`config.mk`:
```
export PLATFORM = sky130hd
export DESIGN_NAME = rlc_repeat_loop_controller
export DESIGN_NICKNAME = d
export VERILOG_FILES = /design/src/rlc_pkg.sv /design/src/rlc_repeat_loop_controller.sv
export SDC_FILE = /design/constraint.sdc
export NUM_CORES = 1
export LEC_CHECK = 0
export BUFFER_PORTS_ARGS = -buffer_cell sky130_fd_sc_hd__clkbuf_2
export CAP_MARGIN = 10
export CORE_UTILIZATION = 40
export DETAILED_ROUTE_END_ITERATION = 7
export GPL_TIMING_DRIVEN = 0
export PLACE_DENSITY = 0.71
export SETUP_SLACK_MARGIN = 0.5
export SLEW_MARGIN = 20
export SYNTH_ARGS = -nofsm -noshare
export SYNTH_HDL_FRONTEND = slang
export SYNTH_SLANG_ARGS = --single-unit
```
`constraint.sdc`:
```
create_clock -name pclk -period 4.39 [get_ports pclk]
set_input_delay 0.439 -clock pclk [delete_from_list [all_inputs] [get_ports pclk]]
set_output_delay 0.439 -clock pclk [all_outputs]
set_load 0.02 [all_outputs]
```
`src/rlc_pkg.sv`:
```
package rlc_pkg;
  localparam int RLC_CNT_W = 14;
  localparam int RLC_PC_W = 24;
  localparam int RLC_WREG_W = 16;
  localparam int RLC_REG_W = 4;
  localparam int RLC_ADDR_W = 8;
  localparam int RLC_STAT_W = 16;
  localparam logic [RLC_ADDR_W-1:0] RLC_ADDR_REPEAT_LOOP_COUNT = 8'h00;
  localparam logic [RLC_ADDR_W-1:0] RLC_ADDR_STATUS = 8'h04;
  localparam logic [RLC_ADDR_W-1:0] RLC_ADDR_MULTI_LOOP_COUNT = 8'h08;
  localparam logic [RLC_ADDR_W-1:0] RLC_ADDR_DSTART = 8'h0C;
  localparam logic [RLC_ADDR_W-1:0] RLC_ADDR_DEND = 8'h10;
  localparam int RLC_RA_BIT = 4;
  localparam int RLC_DA_BIT = 9;
  localparam logic [RLC_PC_W-1:0] RLC_PC_STEP = 24'h000002;
  localparam logic [RLC_PC_W:0] RLC_PREFETCH_SPAN = 25'h0000004;
  localparam logic [RLC_PC_W-1:0] RLC_PROG_TOP_DEF = 24'h03FFFE;
  localparam logic [RLC_CNT_W-1:0] RLC_CNT_ZERO = 14'h0000;
  localparam logic [RLC_CNT_W-1:0] RLC_CNT_ONE = 14'h0001;
  typedef enum logic [1:0] {
    RLC_RET_IDLE = 2'b00,
    RLC_RET_C2 = 2'b01,
    RLC_RET_C3 = 2'b10
  } rlc_ret_t;
endpackage

```
`src/rlc_repeat_loop_controller.sv`:
```
// Register access over APB and the placing of the registers are this design's own decisions.
`timescale 1ns/1ps
module rlc_repeat_loop_controller
  import rlc_pkg::*;
#(
  parameter logic [RLC_PC_W-1:0] PROG_TOP = RLC_PROG_TOP_DEF
)
(
  input wire logic pclk, // Instruction-cycle clock
  input wire logic presetn, // Core reset, active low
  input wire logic psel, // APB select
  input wire logic penable, // APB enable
  input wire logic pwrite, // APB write
  input wire logic [RLC_ADDR_W-1:0] paddr, // APB byte address
  input wire logic [31:0] pwdata, // APB write data
  output logic [31:0] prdata, // APB read data
  output logic pready, // APB ready
  output logic pslverr, // APB error on unmapped address
  input wire logic rep_issue, // Repeat instruction executes
  input wire logic rep_use_wreg, // Count from register operand
  input wire logic [RLC_CNT_W-1:0] immediate_count_field, // Literal count
  input wire logic [RLC_WREG_W-1:0] working_register_operand, // Register count
  input wire logic tgt_exec, // Repeated target executes once
  input wire logic tgt_is_psv, // Target reads through visibility window
  input wire logic exc_push_srl, // Exception entry pushes low byte
  input wire logic ret_start, // First cycle of return from interrupt
  input wire logic srl_pop, // Low byte popped on return
  input wire logic srl_pop_ra, // Popped repeat-active bit
  input wire logic [RLC_PC_W-1:0] pc_in, // PC of executing instruction
  input wire logic pc_valid, // pc_in is meaningful
  input wire logic do_issue, // Multi-instruction loop executes
  input wire logic do_use_wreg, // Multi loop count from register
  input wire logic [RLC_PC_W-1:0] do_end_in, // Multi loop end address
  input wire logic xw_valid, // Current instruction writes register
  input wire logic [RLC_REG_W-1:0] xw_reg, // Register written
  input wire logic xr_valid, // Instruction reads X via register address
  input wire logic [RLC_REG_W-1:0] xr_reg, // Address register read
  input wire logic ret_sub, // Subroutine return prefetch begins
  input wire logic [RLC_PC_W-1:0] ret_sub_pc, // Return target address
  output logic repeat_active_flag, // Repeat loop active
  output logic pc_hold, // Inhibit PC increment
  output logic [7:0] status_low_byte, // Low status byte for stacking
  output logic resume_prefetch, // Prefetch repeated instruction
  output logic psv_stall, // Extra cycle for window read
  output logic dep_stall, // Address dependency stall
  output logic addr_err_trap, // Illegal address error trap
  output logic do_active, // Multi loop active
  output logic do_reload, // Load PC with start address
  output logic [RLC_PC_W-1:0] do_reload_pc // Start address to load
);

  typedef struct packed {
    logic [RLC_CNT_W-1:0] repeat_loop_count;
    logic ra;
    rlc_ret_t ret_st;
    logic psv_first;
    logic prev_xw;
    logic [RLC_REG_W-1:0] prev_reg;
    logic dep_stall;
    logic psv_stall;
    logic resume_pf;
    logic trap;
    logic [RLC_CNT_W-1:0] multi_loop_count;
    logic [RLC_PC_W-1:0] dstart;
    logic [RLC_PC_W-1:0] dend;
    logic da;
    logic reload;
    logic [RLC_PC_W-1:0] reload_pc;
    logic pready;
    logic [31:0] prdata;
    logic pslverr;
  } rlc_state_t;

  rlc_state_t state_r;
  rlc_state_t state_nxt;
  logic [RLC_CNT_W-1:0] rep_cnt;
  logic [RLC_CNT_W-1:0] do_cnt;
  logic apb_acc;
  logic apb_done;
  logic [RLC_STAT_W-1:0] status_word;
  logic [RLC_PC_W:0] ret_end;

  // Upper register bits beyond the counter width are ignored
  assign rep_cnt = rep_use_wreg ? working_register_operand[RLC_CNT_W-1:0]
                                : immediate_count_field;
  assign do_cnt = do_use_wreg ? working_register_operand[RLC_CNT_W-1:0]
                              : immediate_count_field;
  assign apb_acc = psel && penable && !state_r.pready;
  assign apb_done = psel && penable && state_r.pready;
  assign ret_end = {1'b0, ret_sub_pc} + RLC_PREFETCH_SPAN;

  always_comb
  begin
    status_word = '0;
    status_word[RLC_RA_BIT] = state_r.ra;
    status_word[RLC_DA_BIT] = state_r.da;
  end

  always_comb
  begin
    state_nxt = state_r;
    state_nxt.dep_stall = 1'b0;
    state_nxt.psv_stall = 1'b0;
    state_nxt.resume_pf = 1'b0;
    state_nxt.trap = 1'b0;
    state_nxt.reload = 1'b0;
    state_nxt.pready = 1'b0;
    state_nxt.pslverr = 1'b0;
    // Read data and ready are prepared at the first access edge
    if (apb_acc)
    begin
      state_nxt.pready = 1'b1;
      state_nxt.prdata = '0;
      unique case (paddr)
        RLC_ADDR_REPEAT_LOOP_COUNT:
          state_nxt.prdata[RLC_CNT_W-1:0] = state_r.repeat_loop_count;
        RLC_ADDR_STATUS:
          state_nxt.prdata[RLC_STAT_W-1:0] = status_word;
        RLC_ADDR_MULTI_LOOP_COUNT:
          state_nxt.prdata[RLC_CNT_W-1:0] = state_r.multi_loop_count;
        RLC_ADDR_DSTART:
          state_nxt.prdata[RLC_PC_W-1:0] = state_r.dstart;
        RLC_ADDR_DEND:
          state_nxt.prdata[RLC_PC_W-1:0] = state_r.dend;
        default:
          state_nxt.pslverr = 1'b1;
      endcase
    end
    // Writes land on the completing edge, before hardware updates so those win
    if (apb_done && pwrite && paddr == RLC_ADDR_REPEAT_LOOP_COUNT)
      state_nxt.repeat_loop_count = pwdata[RLC_CNT_W-1:0];
    if (apb_done && pwrite && paddr == RLC_ADDR_MULTI_LOOP_COUNT)
      state_nxt.multi_loop_count = pwdata[RLC_CNT_W-1:0];

    // Repeat loop: each target pass counts down, flag drops on the last
    if (rep_issue)
    begin
      state_nxt.repeat_loop_count = rep_cnt;
      state_nxt.ra = (rep_cnt != RLC_CNT_ZERO);
    end
    else if (tgt_exec && state_r.ra)
    begin
      if (state_r.repeat_loop_count == RLC_CNT_ZERO)
        state_nxt.ra = 1'b0;
      else
      begin
        state_nxt.repeat_loop_count = state_r.repeat_loop_count - RLC_CNT_ONE;
        if (state_r.repeat_loop_count == RLC_CNT_ONE)
          state_nxt.ra = 1'b0;
      end
    end
    if (exc_push_srl)
      state_nxt.ra = 1'b0;
    // A popped flag only resumes if the handler left iterations behind
    if (srl_pop)
      state_nxt.ra = srl_pop_ra && (state_r.repeat_loop_count != RLC_CNT_ZERO);
    // Return-from-interrupt sequencing
    unique case (state_r.ret_st)
      RLC_RET_IDLE:
        if (ret_start)
          state_nxt.ret_st = RLC_RET_C2;
      RLC_RET_C2:
      begin
        state_nxt.ret_st = RLC_RET_C3;
        state_nxt.resume_pf = state_nxt.ra;
        state_nxt.psv_first = state_nxt.ra;
      end
      RLC_RET_C3:
        state_nxt.ret_st = RLC_RET_IDLE;
      default:
        state_nxt.ret_st = RLC_RET_IDLE;
    endcase
    if (tgt_exec && state_r.psv_first)
    begin
      state_nxt.psv_first = 1'b0;
      state_nxt.psv_stall = tgt_is_psv;
    end
    // Read address register written by the previous X write
    state_nxt.prev_xw = xw_valid;
    state_nxt.prev_reg = xw_reg;
    if (xr_valid && state_r.prev_xw && (xr_reg == state_r.prev_reg))
      state_nxt.dep_stall = 1'b1;
    if (ret_sub && (ret_end > {1'b0, PROG_TOP}))
      state_nxt.trap = 1'b1;
    // Multi-instruction loop
    if (do_issue)
    begin
      state_nxt.multi_loop_count = do_cnt;
      state_nxt.dstart = pc_in + RLC_PC_STEP;
      state_nxt.dend = do_end_in;
      state_nxt.da = 1'b1;
    end
    else if (state_r.da && pc_valid && (pc_in == state_r.dend))
    begin
      if (state_r.multi_loop_count != RLC_CNT_ZERO)
      begin
        state_nxt.multi_loop_count = state_r.multi_loop_count - RLC_CNT_ONE;
        state_nxt.reload = 1'b1;
        state_nxt.reload_pc = state_r.dstart;
      end
      else
        state_nxt.da = 1'b0;
    end
  end

  always_ff @(posedge pclk or negedge presetn)
  begin
    if (!presetn)
      state_r <= '0;
    else
      state_r <= state_nxt;
  end

  assign prdata = state_r.prdata;
  assign pready = state_r.pready;
  assign pslverr = state_r.pslverr;
  assign repeat_active_flag = state_r.ra;
  assign pc_hold = state_r.ra;
  assign status_low_byte = status_word[7:0];
  assign resume_prefetch = state_r.resume_pf;
  assign psv_stall = state_r.psv_stall;
  assign dep_stall = state_r.dep_stall;
  assign addr_err_trap = state_r.trap;
  assign do_active = state_r.da;
  assign do_reload = state_r.reload;
  assign do_reload_pc = state_r.reload_pc;
endmodule // rlc_repeat_loop_controller

```
# Word-level counts from Yosys, hierarchy flattened
# Cells that the tools add are included.
[word_totals]
regBits = 141
inputBits = 169
out_inout_bits = 74
word_cells = 93
[op_classes]
add_sub_neg = 4
order_cmp = 1
eq_ne = 10
mux = 32
n_bitwise = 1
reduce_logical = 26
[ops]
columns = ["operator", "n"]
rows = [
  ["$mux W14", 8],
  ["$pmux W14 S5", 1],
  ["$mux W25", 2],
  ["$reduce_bool A14 Y1", 3],
  ["$mux W34", 1],
  ["$mux W15", 2],
  ["$sub A14 B1 Y14 const B", 2],
  ["$mux W26", 1],
  ["$add A24 B3 Y25 const B", 1],
  ["$gt A25 B18 Y1 const B", 1],
  ["$add A24 B2 Y24 const B", 1],
  ["$eq A24 B24 Y1", 1],
  ["$eq A8 B4 Y1 const B", 2],
  ["$pmux W8 S2", 1],
  ["$eq A14 B1 Y1 const B", 1],
  ["$logic_and A1 B1 Y1", 14],
  ["$logic_not A14 Y1", 1],
  ["$mux W1", 13],
  ["$eq A8 B3 Y1 const B", 1],
  ["$eq A8 B5 Y1 const B", 1],
  ["$logic_not A8 Y1", 1],
  ["$pmux W2 S2", 2],
  ["$reduce_or A5 Y1", 1],
  ["$eq A4 B4 Y1", 1],
  ["9 further kinds", 11],
]

# Longest topological paths before layout
# Gate-level depths: netlist of run 1.
[depth]
ltp_word = 12
ltp_mapped = 9
mapped_depth_nobuf = 8

# Least setup slack after synthesis of run 1
# No wires, ideal clock.
[synth_timing]
kind = "register -> register"
start = "register state_r[108] (netlist bit)"
end = "register state_r (netlist bit do_reload_pc[10])"
setup_ps = 125
t_arrival_ps = 2235
required_ps = 4265
path_slack_ps = 2030
path_stages_with_launch = 10
n_path_buf = 1
period_less_slack_ps = 2360
path_cell_list = "dfrtp_1 -> inv_1 -> ha_1 -> nor4b_1 -> nand2_1 -> nor3_1 -> or4_1 -> nor2_4 -> buf_6 -> mux2_2"
[synth_between]
elab_chain_len = 2
[synth_rtl]
columns = ["element", "line_no", "source"]
rows = [
  ["start: declaration", "rlc_repeat_loop_controller.sv:74", "rlc_state_t state_r;"],
  ["start signal: assignment", "rlc_repeat_loop_controller.sv:211", "state_r <= state_nxt;"],
  ["$reduce_bool A14 Y1", "rlc_repeat_loop_controller.sv:195", "if (state_r.multi_loop_count != RLC_CNT_ZERO)"],
  ["$reduce_and A3 Y1 (no source line)", "-", ""],
]
# Every way passes these cells.
# A chain may end at the register's enable or synchronous reset.

# Worst setup path in the final report of run 1
[layout_timing]
start = "register state_r[108] (netlist bit)"
end = "register state_r (netlist bit do_reload_pc[16])"
# The elaborated chain is that of the path after synthesis.

==> results of run 1 <==
[layout by cell type (no fill, tap or decap), types with 4 or more instances in the layout]
cell       netlist  routed
a22oi_1         10      10
ha_1             7       7
clkbuf_2         1     204
inv_1           20      20
clkbuf_16        0      17
nand3_1         22      22
nor2_1          52      52
mux2i_1         27      27
and3_1           7       7
nand2_1         88      88
xnor2_1         18      18
mux2_2          74      74
nor3_1          23      23
conb_1           1      15
buf_4           69      69
nand4_1         13      13
nor4_1          11      11
dfrtp_1        141     141
a222oi_1        15      15
xor2_1          37      37
nand2b_1         9       9
o21ai_0         32      32
o31ai_1          7       7
a311oi_1         4       4
buf_1            5       5
o21ai_1          4       4
a22o_1          14      14
or3_1            4       4
bufinv_16        0       4
nor2b_1          7       7
a21oi_1         32      32
o41ai_1          4       4
a221oi_1         4       4
clkbuf_1        28      29
a211oi_1         4       4
[layout make-up]
cell class | instances | area share (%)
Multi-Input combinational cell | 606 | 40.2
Sequential cell | 141 | 33.4
Timing Repair Buffer | 205 | 10.0
Buffer | 108 | 6.53
Clock buffer | 18 | 4.06
Tap cell | 270 | 3.20
Clock inverter | 14 | 1.96
Inverter | 20 | 0.710
[registers in the layout (all words and copies together), names as in the netlist]
register and count:
pslverr 1, do_reload 1, pc_hold 1, psv_stall 1, do_reload_pc 24, prdata 24
dep_stall 1, resume_prefetch 1, addr_err_trap 1, state_r 84, pready 1, do_active 1
[worst max-delay path: stages (launching register included)]
cell and delay [ns]:
dfrtp_1 0.45, inv_1 0.08, ha_1 0.23, nor4b_1 0.19
nand2_1 0.22, nor3_1 0.09, or4_1 0.52, nor2_4 0.30
buf_6 0.22, mux2_2 0.35
[where the power goes]
| part | total [mW] | internal [mW] | switching, mW | leakage (nW) |
|---|---|---|---|---|
| clock network | 1.57 | 0.965 | 0.608 | 0.309 |
| logic | 0.512 | 0.225 | 0.287 | 2.93 |
| registers | 1.50 | 1.39 | 0.115 | 1.76 |
[logic make-up after synthesis]
family	after synthesis	synth area share [%]
compound gates	159	13.2
flops	141	41.6
other cells	1	0.0442
buf+inv	128	9.02
xor+xnor	55	5.68
mux	105	13.6
fa+ha+maj	7	1.03
simple gates	265	15.9
[worst max-delay path by stage]
stage	from	endpoint	slack, ns	cells past startpoint
after CTS	state_r[108]	do_reload_pc[16]	1.66	9
after global placement	presetn	state_r[76]	0.51	1
final	state_r[108]	do_reload_pc[16]	1.62	9
after detailed placement	paddr[1]	state_r[146]	1.56	8
after floorplan	state_r[108]	do_reload_pc[10]	2.03	9
after global routing	state_r[108]	state_r[111]	1.36	9
[stage by stage]
step | util [%] | cell area, sq um | setup slack (ns) | power, mW
finish | 51.6 | 10600 | 1.62 | 3.59
CTS | 51.6 | 10600 | 1.66 | 3.59
global route | 51.6 | 10600 | 1.36 | 3.71
floorplan | - | 8540 | 2.03 | 1.77
global placement | 48.3 | 9900 | 0.506 | 2.01
detailed placement | 48.5 | 9930 | 1.56 | 2.02
[metal layers]
layer | wire (microns) | vias up
met3 | 1730 | 60
met5 | 0 | -
li1 | - | 3528
met2 | 12200 | 333
met1 | 11000 | 3586
met4 | 888 | 0
==> results by group, run 1 <==
Worst setup path
  • Worst r2r src: state_r[108]
  • Required @ worst endpoint: 4.71 ns
  • FF-to-FF End: do_reload_pc[16]
  • CP max FO: 10
  • WS Path Type: flop to flop
  • Endpoint class of the critical path: flop
  • Reg2Reg Setup Slack: 1.62 ns
  • Worst R2R Path Depth: 9
  • Arrival @ worst endpoint: 3.08 ns
  • Crit start category: flop

Global route
  • First-pass GRT wire length: 40.4 mm
  • Met1 GRT Util: 32.1%
  • Gr usage total: 24.2%
  • GRT busiest layer: met2
  • Initial antenna violation count: 0
  • GR Util met2: 39.4%
  • Congestion Overflow GR: 0
  • Largest net degree at the start of global routing: 79
  • Vias in the first global route: 7316
  • Met3 Track Usage GR: 3.86%

Layout
  • Area growth from synthesis to layout: 24.6%
  • Area of the multi-input gates: 0.00424 sq mm
  • Storage element area: 0.00353 sq mm
  • Ant. Diodes: 0
  • Fraction of layout cells with a size suffix above 1: 35.9%
  • Nets: 1275
  • Fillers: 1906
  • Final cell count without fillers: 1382

Route
  • Routed via count: 7507
  • 1st-pass router iterations: 6
  • DRC violations left: 0
  • Routed vias/inst: 5.43
  • Avg WL per Cell: 18.6 microns
  • Starting DRT DRC Count: 816
  • DRT Wirelength: 25.8 mm
  • Detail Route Antenna Nets: 0

STA
  • Hold Worst Slack: 0.0332 ns
  • RSZ-0062 raised after global routing: false
  • Final setup fails: 0
  • Final Skew: 0.00720 ns
  • Peak Freq: 361 MHz
  • Ratio of final minimum period to clock period: 63.1%
  • Worst slew margin: 53.9%
  • Crit path time final: 2.77 ns
  • Setup_tns: 0 ns
  • Slew @ Worst Pin: 0.686 ns
  • Final Hold Fails: 0
  • Pins Over Slew Limit: 0

Yosys
  • Top post-synthesis cells by count: 141 x dfrtp_1, 88 x nand2_1, 74 x mux2_2
  • Yosys warns: 0
  • Number of synthesized register bits: 141
  • Async SR Flop Fraction: 100%
  • Cell with the most instances after synthesis: dfrtp_1
  • Top cell type's share of synthesized area: 41.6%
  • Synth Cell Area: 0.00849 sq mm
  • Synth area leader: dfrtp_1
  • Post-synth EDFFs: 0
  • Sequential area share after synthesis: 41.6%
  • Post-Synthesis Cells: 861
  • Average cell area after synthesis: 9.86 sq um
  • Unique masters post-synth: 66
  • Top cells by area, synth: dfrtp_1 42%, mux2_2 9.8%, buf_4 6.1%
  • Synth Flop Type: dfrtp_1

Power and ir drop
  • P_leak: 5.00 nW
  • Peak supply drop: 0.204 mV
  • P per Cell Area: 339 mW/mm^2

Place
  • Placed cells: 1350
  • I/O Buffers: 204
  • Final HPWL DP: 20.3 mm
  • Routability cong.: 0.901

Floorplanning
  • Die ar.: 0.0218 sq mm
  • Initial Utilization: 41.4%
  • FP Rows: 52
  • Core area: 0.0205 sq mm
  • Die Wd: 148 microns
  • Die height: 148 microns
  • Io pins: 243

Hold path
  • Hold WC Path Type: primary input to async pin

Clocking
  • Reg clk slew, reported paths: 0.06 ns
  • Num Clock Sinks: 141
  • Root Buffer: clkbuf_16
  • Cts hold-fix bufs: 0
  • Postcts setup bufs: 0
  • Max clock buf depth: 2
  • Clk_lat worst skew: 0.43 ns
  • Post-CTS Resized: 0
  • CTS tree: yes
  • H-tree depth: 4
  • CTS Buf Count: 17

Job
  • Max Cap Viol: 0

Outcome
  • Outcome: finished clean
Note: power is estimated with default switching activity, not from simulation.
==> run 2, diff against run 1 <==
--- a/config.mk
+++ b/config.mk
@@ -10,7 +10,7 @@
 export CORE_UTILIZATION = 40
 export DETAILED_ROUTE_END_ITERATION = 7
 export GPL_TIMING_DRIVEN = 0
-export PLACE_DENSITY = 0.71
+export PLACE_DENSITY = 0.74
 export SETUP_SLACK_MARGIN = 0.5
 export SLEW_MARGIN = 20
 export SYNTH_ARGS = -nofsm -noshare
==> constraint.sdc (replaced) <==
create_clock -name pclk -period 2.45 [get_ports pclk]
set_input_delay 0.245 -clock pclk [delete_from_list [all_inputs] [get_ports pclk]]
set_output_delay 0.245 -clock pclk [all_outputs]
set_load 0.02 [all_outputs]
==> run 2 against run 1 <==
Net effect: clock-buffer cell count grew 1; clock power grew 83%; largest cell class unchanged; first-iteration DRC count grew 17%; hold slack gained 0.010 ns; cell area grew 12%; highest routed layer unchanged; the run now ends with DRC left.
==> results by group, run 2 (synthesis results as in run 1) <==
Route
  • 1st-pass router iterations: 8 (+2)
  • M1 WL: 11.3 mm (+3.3%)
  • Starting DRT DRC Count: 952 (+17%)
  • Detail Route Antenna Nets: 0 (unchanged)
  • DR WL met3: 2.30 mm (+33%)
  • DRC violations left: 7 (+7)
  • DRT Wirelength: 28.6 mm (+11%)
  • Routed via count: 8185 (+9.0%)
  • Routed vias/inst: 5.68 (+4.6%)
  • Met2 wire len: 13.5 mm (+11%)
  • Highest metal used: met4
  • Avg WL per Cell: 19.8 microns (+6.4%)

STA
  • Final Hold Fails: 0 (unchanged)
  • Setup_tns: 0 ns (unchanged)
  • Worst slew margin: 47.4% (-6.6 points)
  • Crit path time final: 2.41 ns (-0.359 ns)
  • Slew @ Worst Pin: 0.789 ns (+0.104 ns)
  • Fin worst setup slack: 0.0411 ns (-1.58 ns)
  • Ratio of final minimum period to clock period: 98.3% (+35 points)
  • RSZ-0062 raised after global routing: true
  • Hold Worst Slack: 0.0434 ns (+0.0102 ns)
  • Final setup fails: 0 (unchanged)
  • Final Skew: 0.0100 ns (+0.00282 ns)
  • Pins Over Slew Limit: 0 (unchanged)
  • Peak Freq: 415 MHz (+15%)

Layout
  • Nets: 1334 (+4.6%)
  • Ant. Diodes: 0 (unchanged)
  • Most frequent cells in the layout: 205 x clkbuf_2, 132 x dfrtp_1, 112 x buf_4, 85 x nand2_1, 56 x mux2_2
  • Final cell count without fillers: 1441 (+4.3%)
  • Area growth from synthesis to layout: 39.1%
  • Final Instance Area: 0.0118 sq mm (+12%)
  • Max reg flops: 84 (unchanged)
  • Fraction of layout cells with a size suffix above 1: 45.7% (+9.8 points)
  • Fin util: 57.6% (+6.0 points)
  • Largest register by flop count: state_r
  • Commonest non-fill, non-tap cell in the layout: clkbuf_2

Floorplanning
  • Die ar.: 0.0218 sq mm (unchanged)
  • Core area: 0.0205 sq mm (unchanged)
  • Initial Utilization: 41.4% (unchanged)
  • Io pins: 243 (unchanged)
  • Die height: 148 microns (unchanged)
  • Die Wd: 148 microns (unchanged)
  • FP Rows: 52 (unchanged)

Outcome
  • Failing checks: DRC
  • Outcome: complete, but fails checks

Place
  • Routability cong.: 0.922 (+2.4%)
  • Placed cells: 1350 (unchanged)
  • I/O Buffers: 204 (unchanged)
  • Final HPWL DP: 20.1 mm (-0.80%)
  • Post-Place Setup Slack: -0.152 ns (-1.71 ns)
  • DP Area: 0.0101 sq mm (+1.5%)

Clocking
  • Reg clk slew, reported paths: 0.06 ns (about the same)
  • Max clock buf depth: 2 (unchanged)
  • Clk_lat worst skew: 0.43 ns (about the same)
  • Root Buffer: clkbuf_16
  • CTS Buf Count: 17 (unchanged)
  • CTS tree: yes
  • H-tree depth: 4 (unchanged)
  • Num Clock Sinks: 141 (unchanged)

Power and ir drop
  • P_leak: 5.54 nW (+11%)
  • P per Cell Area: 572 mW/mm^2 (+69%)
  • Peak supply drop: 0.484 mV (+140%)
  • Overall power: 6.76 mW (+88%)

Worst setup path
  • WS Path Type: flop to flop
  • Slowest stage delay, CP: 0.57 ns (+0.05 ns)
  • Crit path buf inv count: 3 (+1)
  • Crit start category: flop
  • Endpoint class of the critical path: flop
  • CP max FO: 5 (-5)
  • Crit-path cells: inv_1 -> a222oi_1 -> nand4_1 -> or4_4 -> nor2_4 -> buf_12 -> clkbuf_16 -> mux2_2
  • Arrival @ worst endpoint: 2.73 ns (-0.35 ns)
  • Required @ worst endpoint: 2.77 ns (-1.94 ns)
  • Cell family with most CP delay: simple AND/OR/NAND/NOR gates
  • Slowest cell on crit path: or4_4

Global route
  • Initial antenna violation count: 0 (unchanged)
  • First-pass GRT wire length: 42.0 mm (+4.1%)
  • Largest net degree at the start of global routing: 89 (+13%)
  • Gr usage total: 25.1% (+0.92 points)
  • Vias in the first global route: 7778 (+6.3%)
  • Congestion Overflow GR: 0 (unchanged)

Job
  • Max Cap Viol: 0 (unchanged)

Hold path
  • Hold WC Path Type: primary input to flop
## run 2: changes by cell type in the layout (fill, tap and decap cells not counted), sizes merged
cell,delta
buf,+55
clkbuf,-1
clkinvlp,-1
dlygate4sd3,+6
## run 2: timing repair
action	4_1_cts	5_1_grt
gates resized for setup	71	68
setup endpoints to repair	66	69
pin swaps	21	34
hold buffers	6	0
cloned	3	3
endpoints found under the hold margin	58	0
buffers inserted	24	23
## run 2: worst paths after layout
kind / from / to / slack [ns] / depth (start not counted)
setup / recovery: state_r[62] / do_reload_pc[22] / 0.04 / 8
hold / removal: do_end_in[16] / state_r[76] / 0.04 / 2
setup reg to reg: state_r[62] / do_reload_pc[22] / 0.04 / 8
hold reg to reg: state_r[132] / state_r[132] / 0.43 / 1
max in group asynchronous: presetn / state_r[117] / 1.31 / 3
min in group asynchronous: presetn / dep_stall / 0.31 / 2
## run 2: area by class of cell
type | instances | area [sq um]
Buffer | 108 | 767
Clock buffer | 19 | 453
Clock inverter | 13 | 201
Fill cell | 1658 | 8690
Inverter | 20 | 75.1
Multi-Input combinational cell | 606 | 4800
Sequential cell | 141 | 3540
Tap cell | 270 | 338
Timing Repair Buffer | 264 | 1630
## run 2: layer usage
metal	up-vias	global-route usage, %
li1	3658	-
met5	-	0
met4	0	13.1
met2	476	40.9
met1	3935	31.3
met3	116	5.40
## run 2: power by group
group	internal [mW]	total, mW	leakage [nW]	switching, mW
clock network	1.79	2.87	0.321	1.08
registers	2.49	2.71	1.75	0.222
logic	0.545	1.18	3.46	0.638
total	4.82	6.76	5.54	1.94
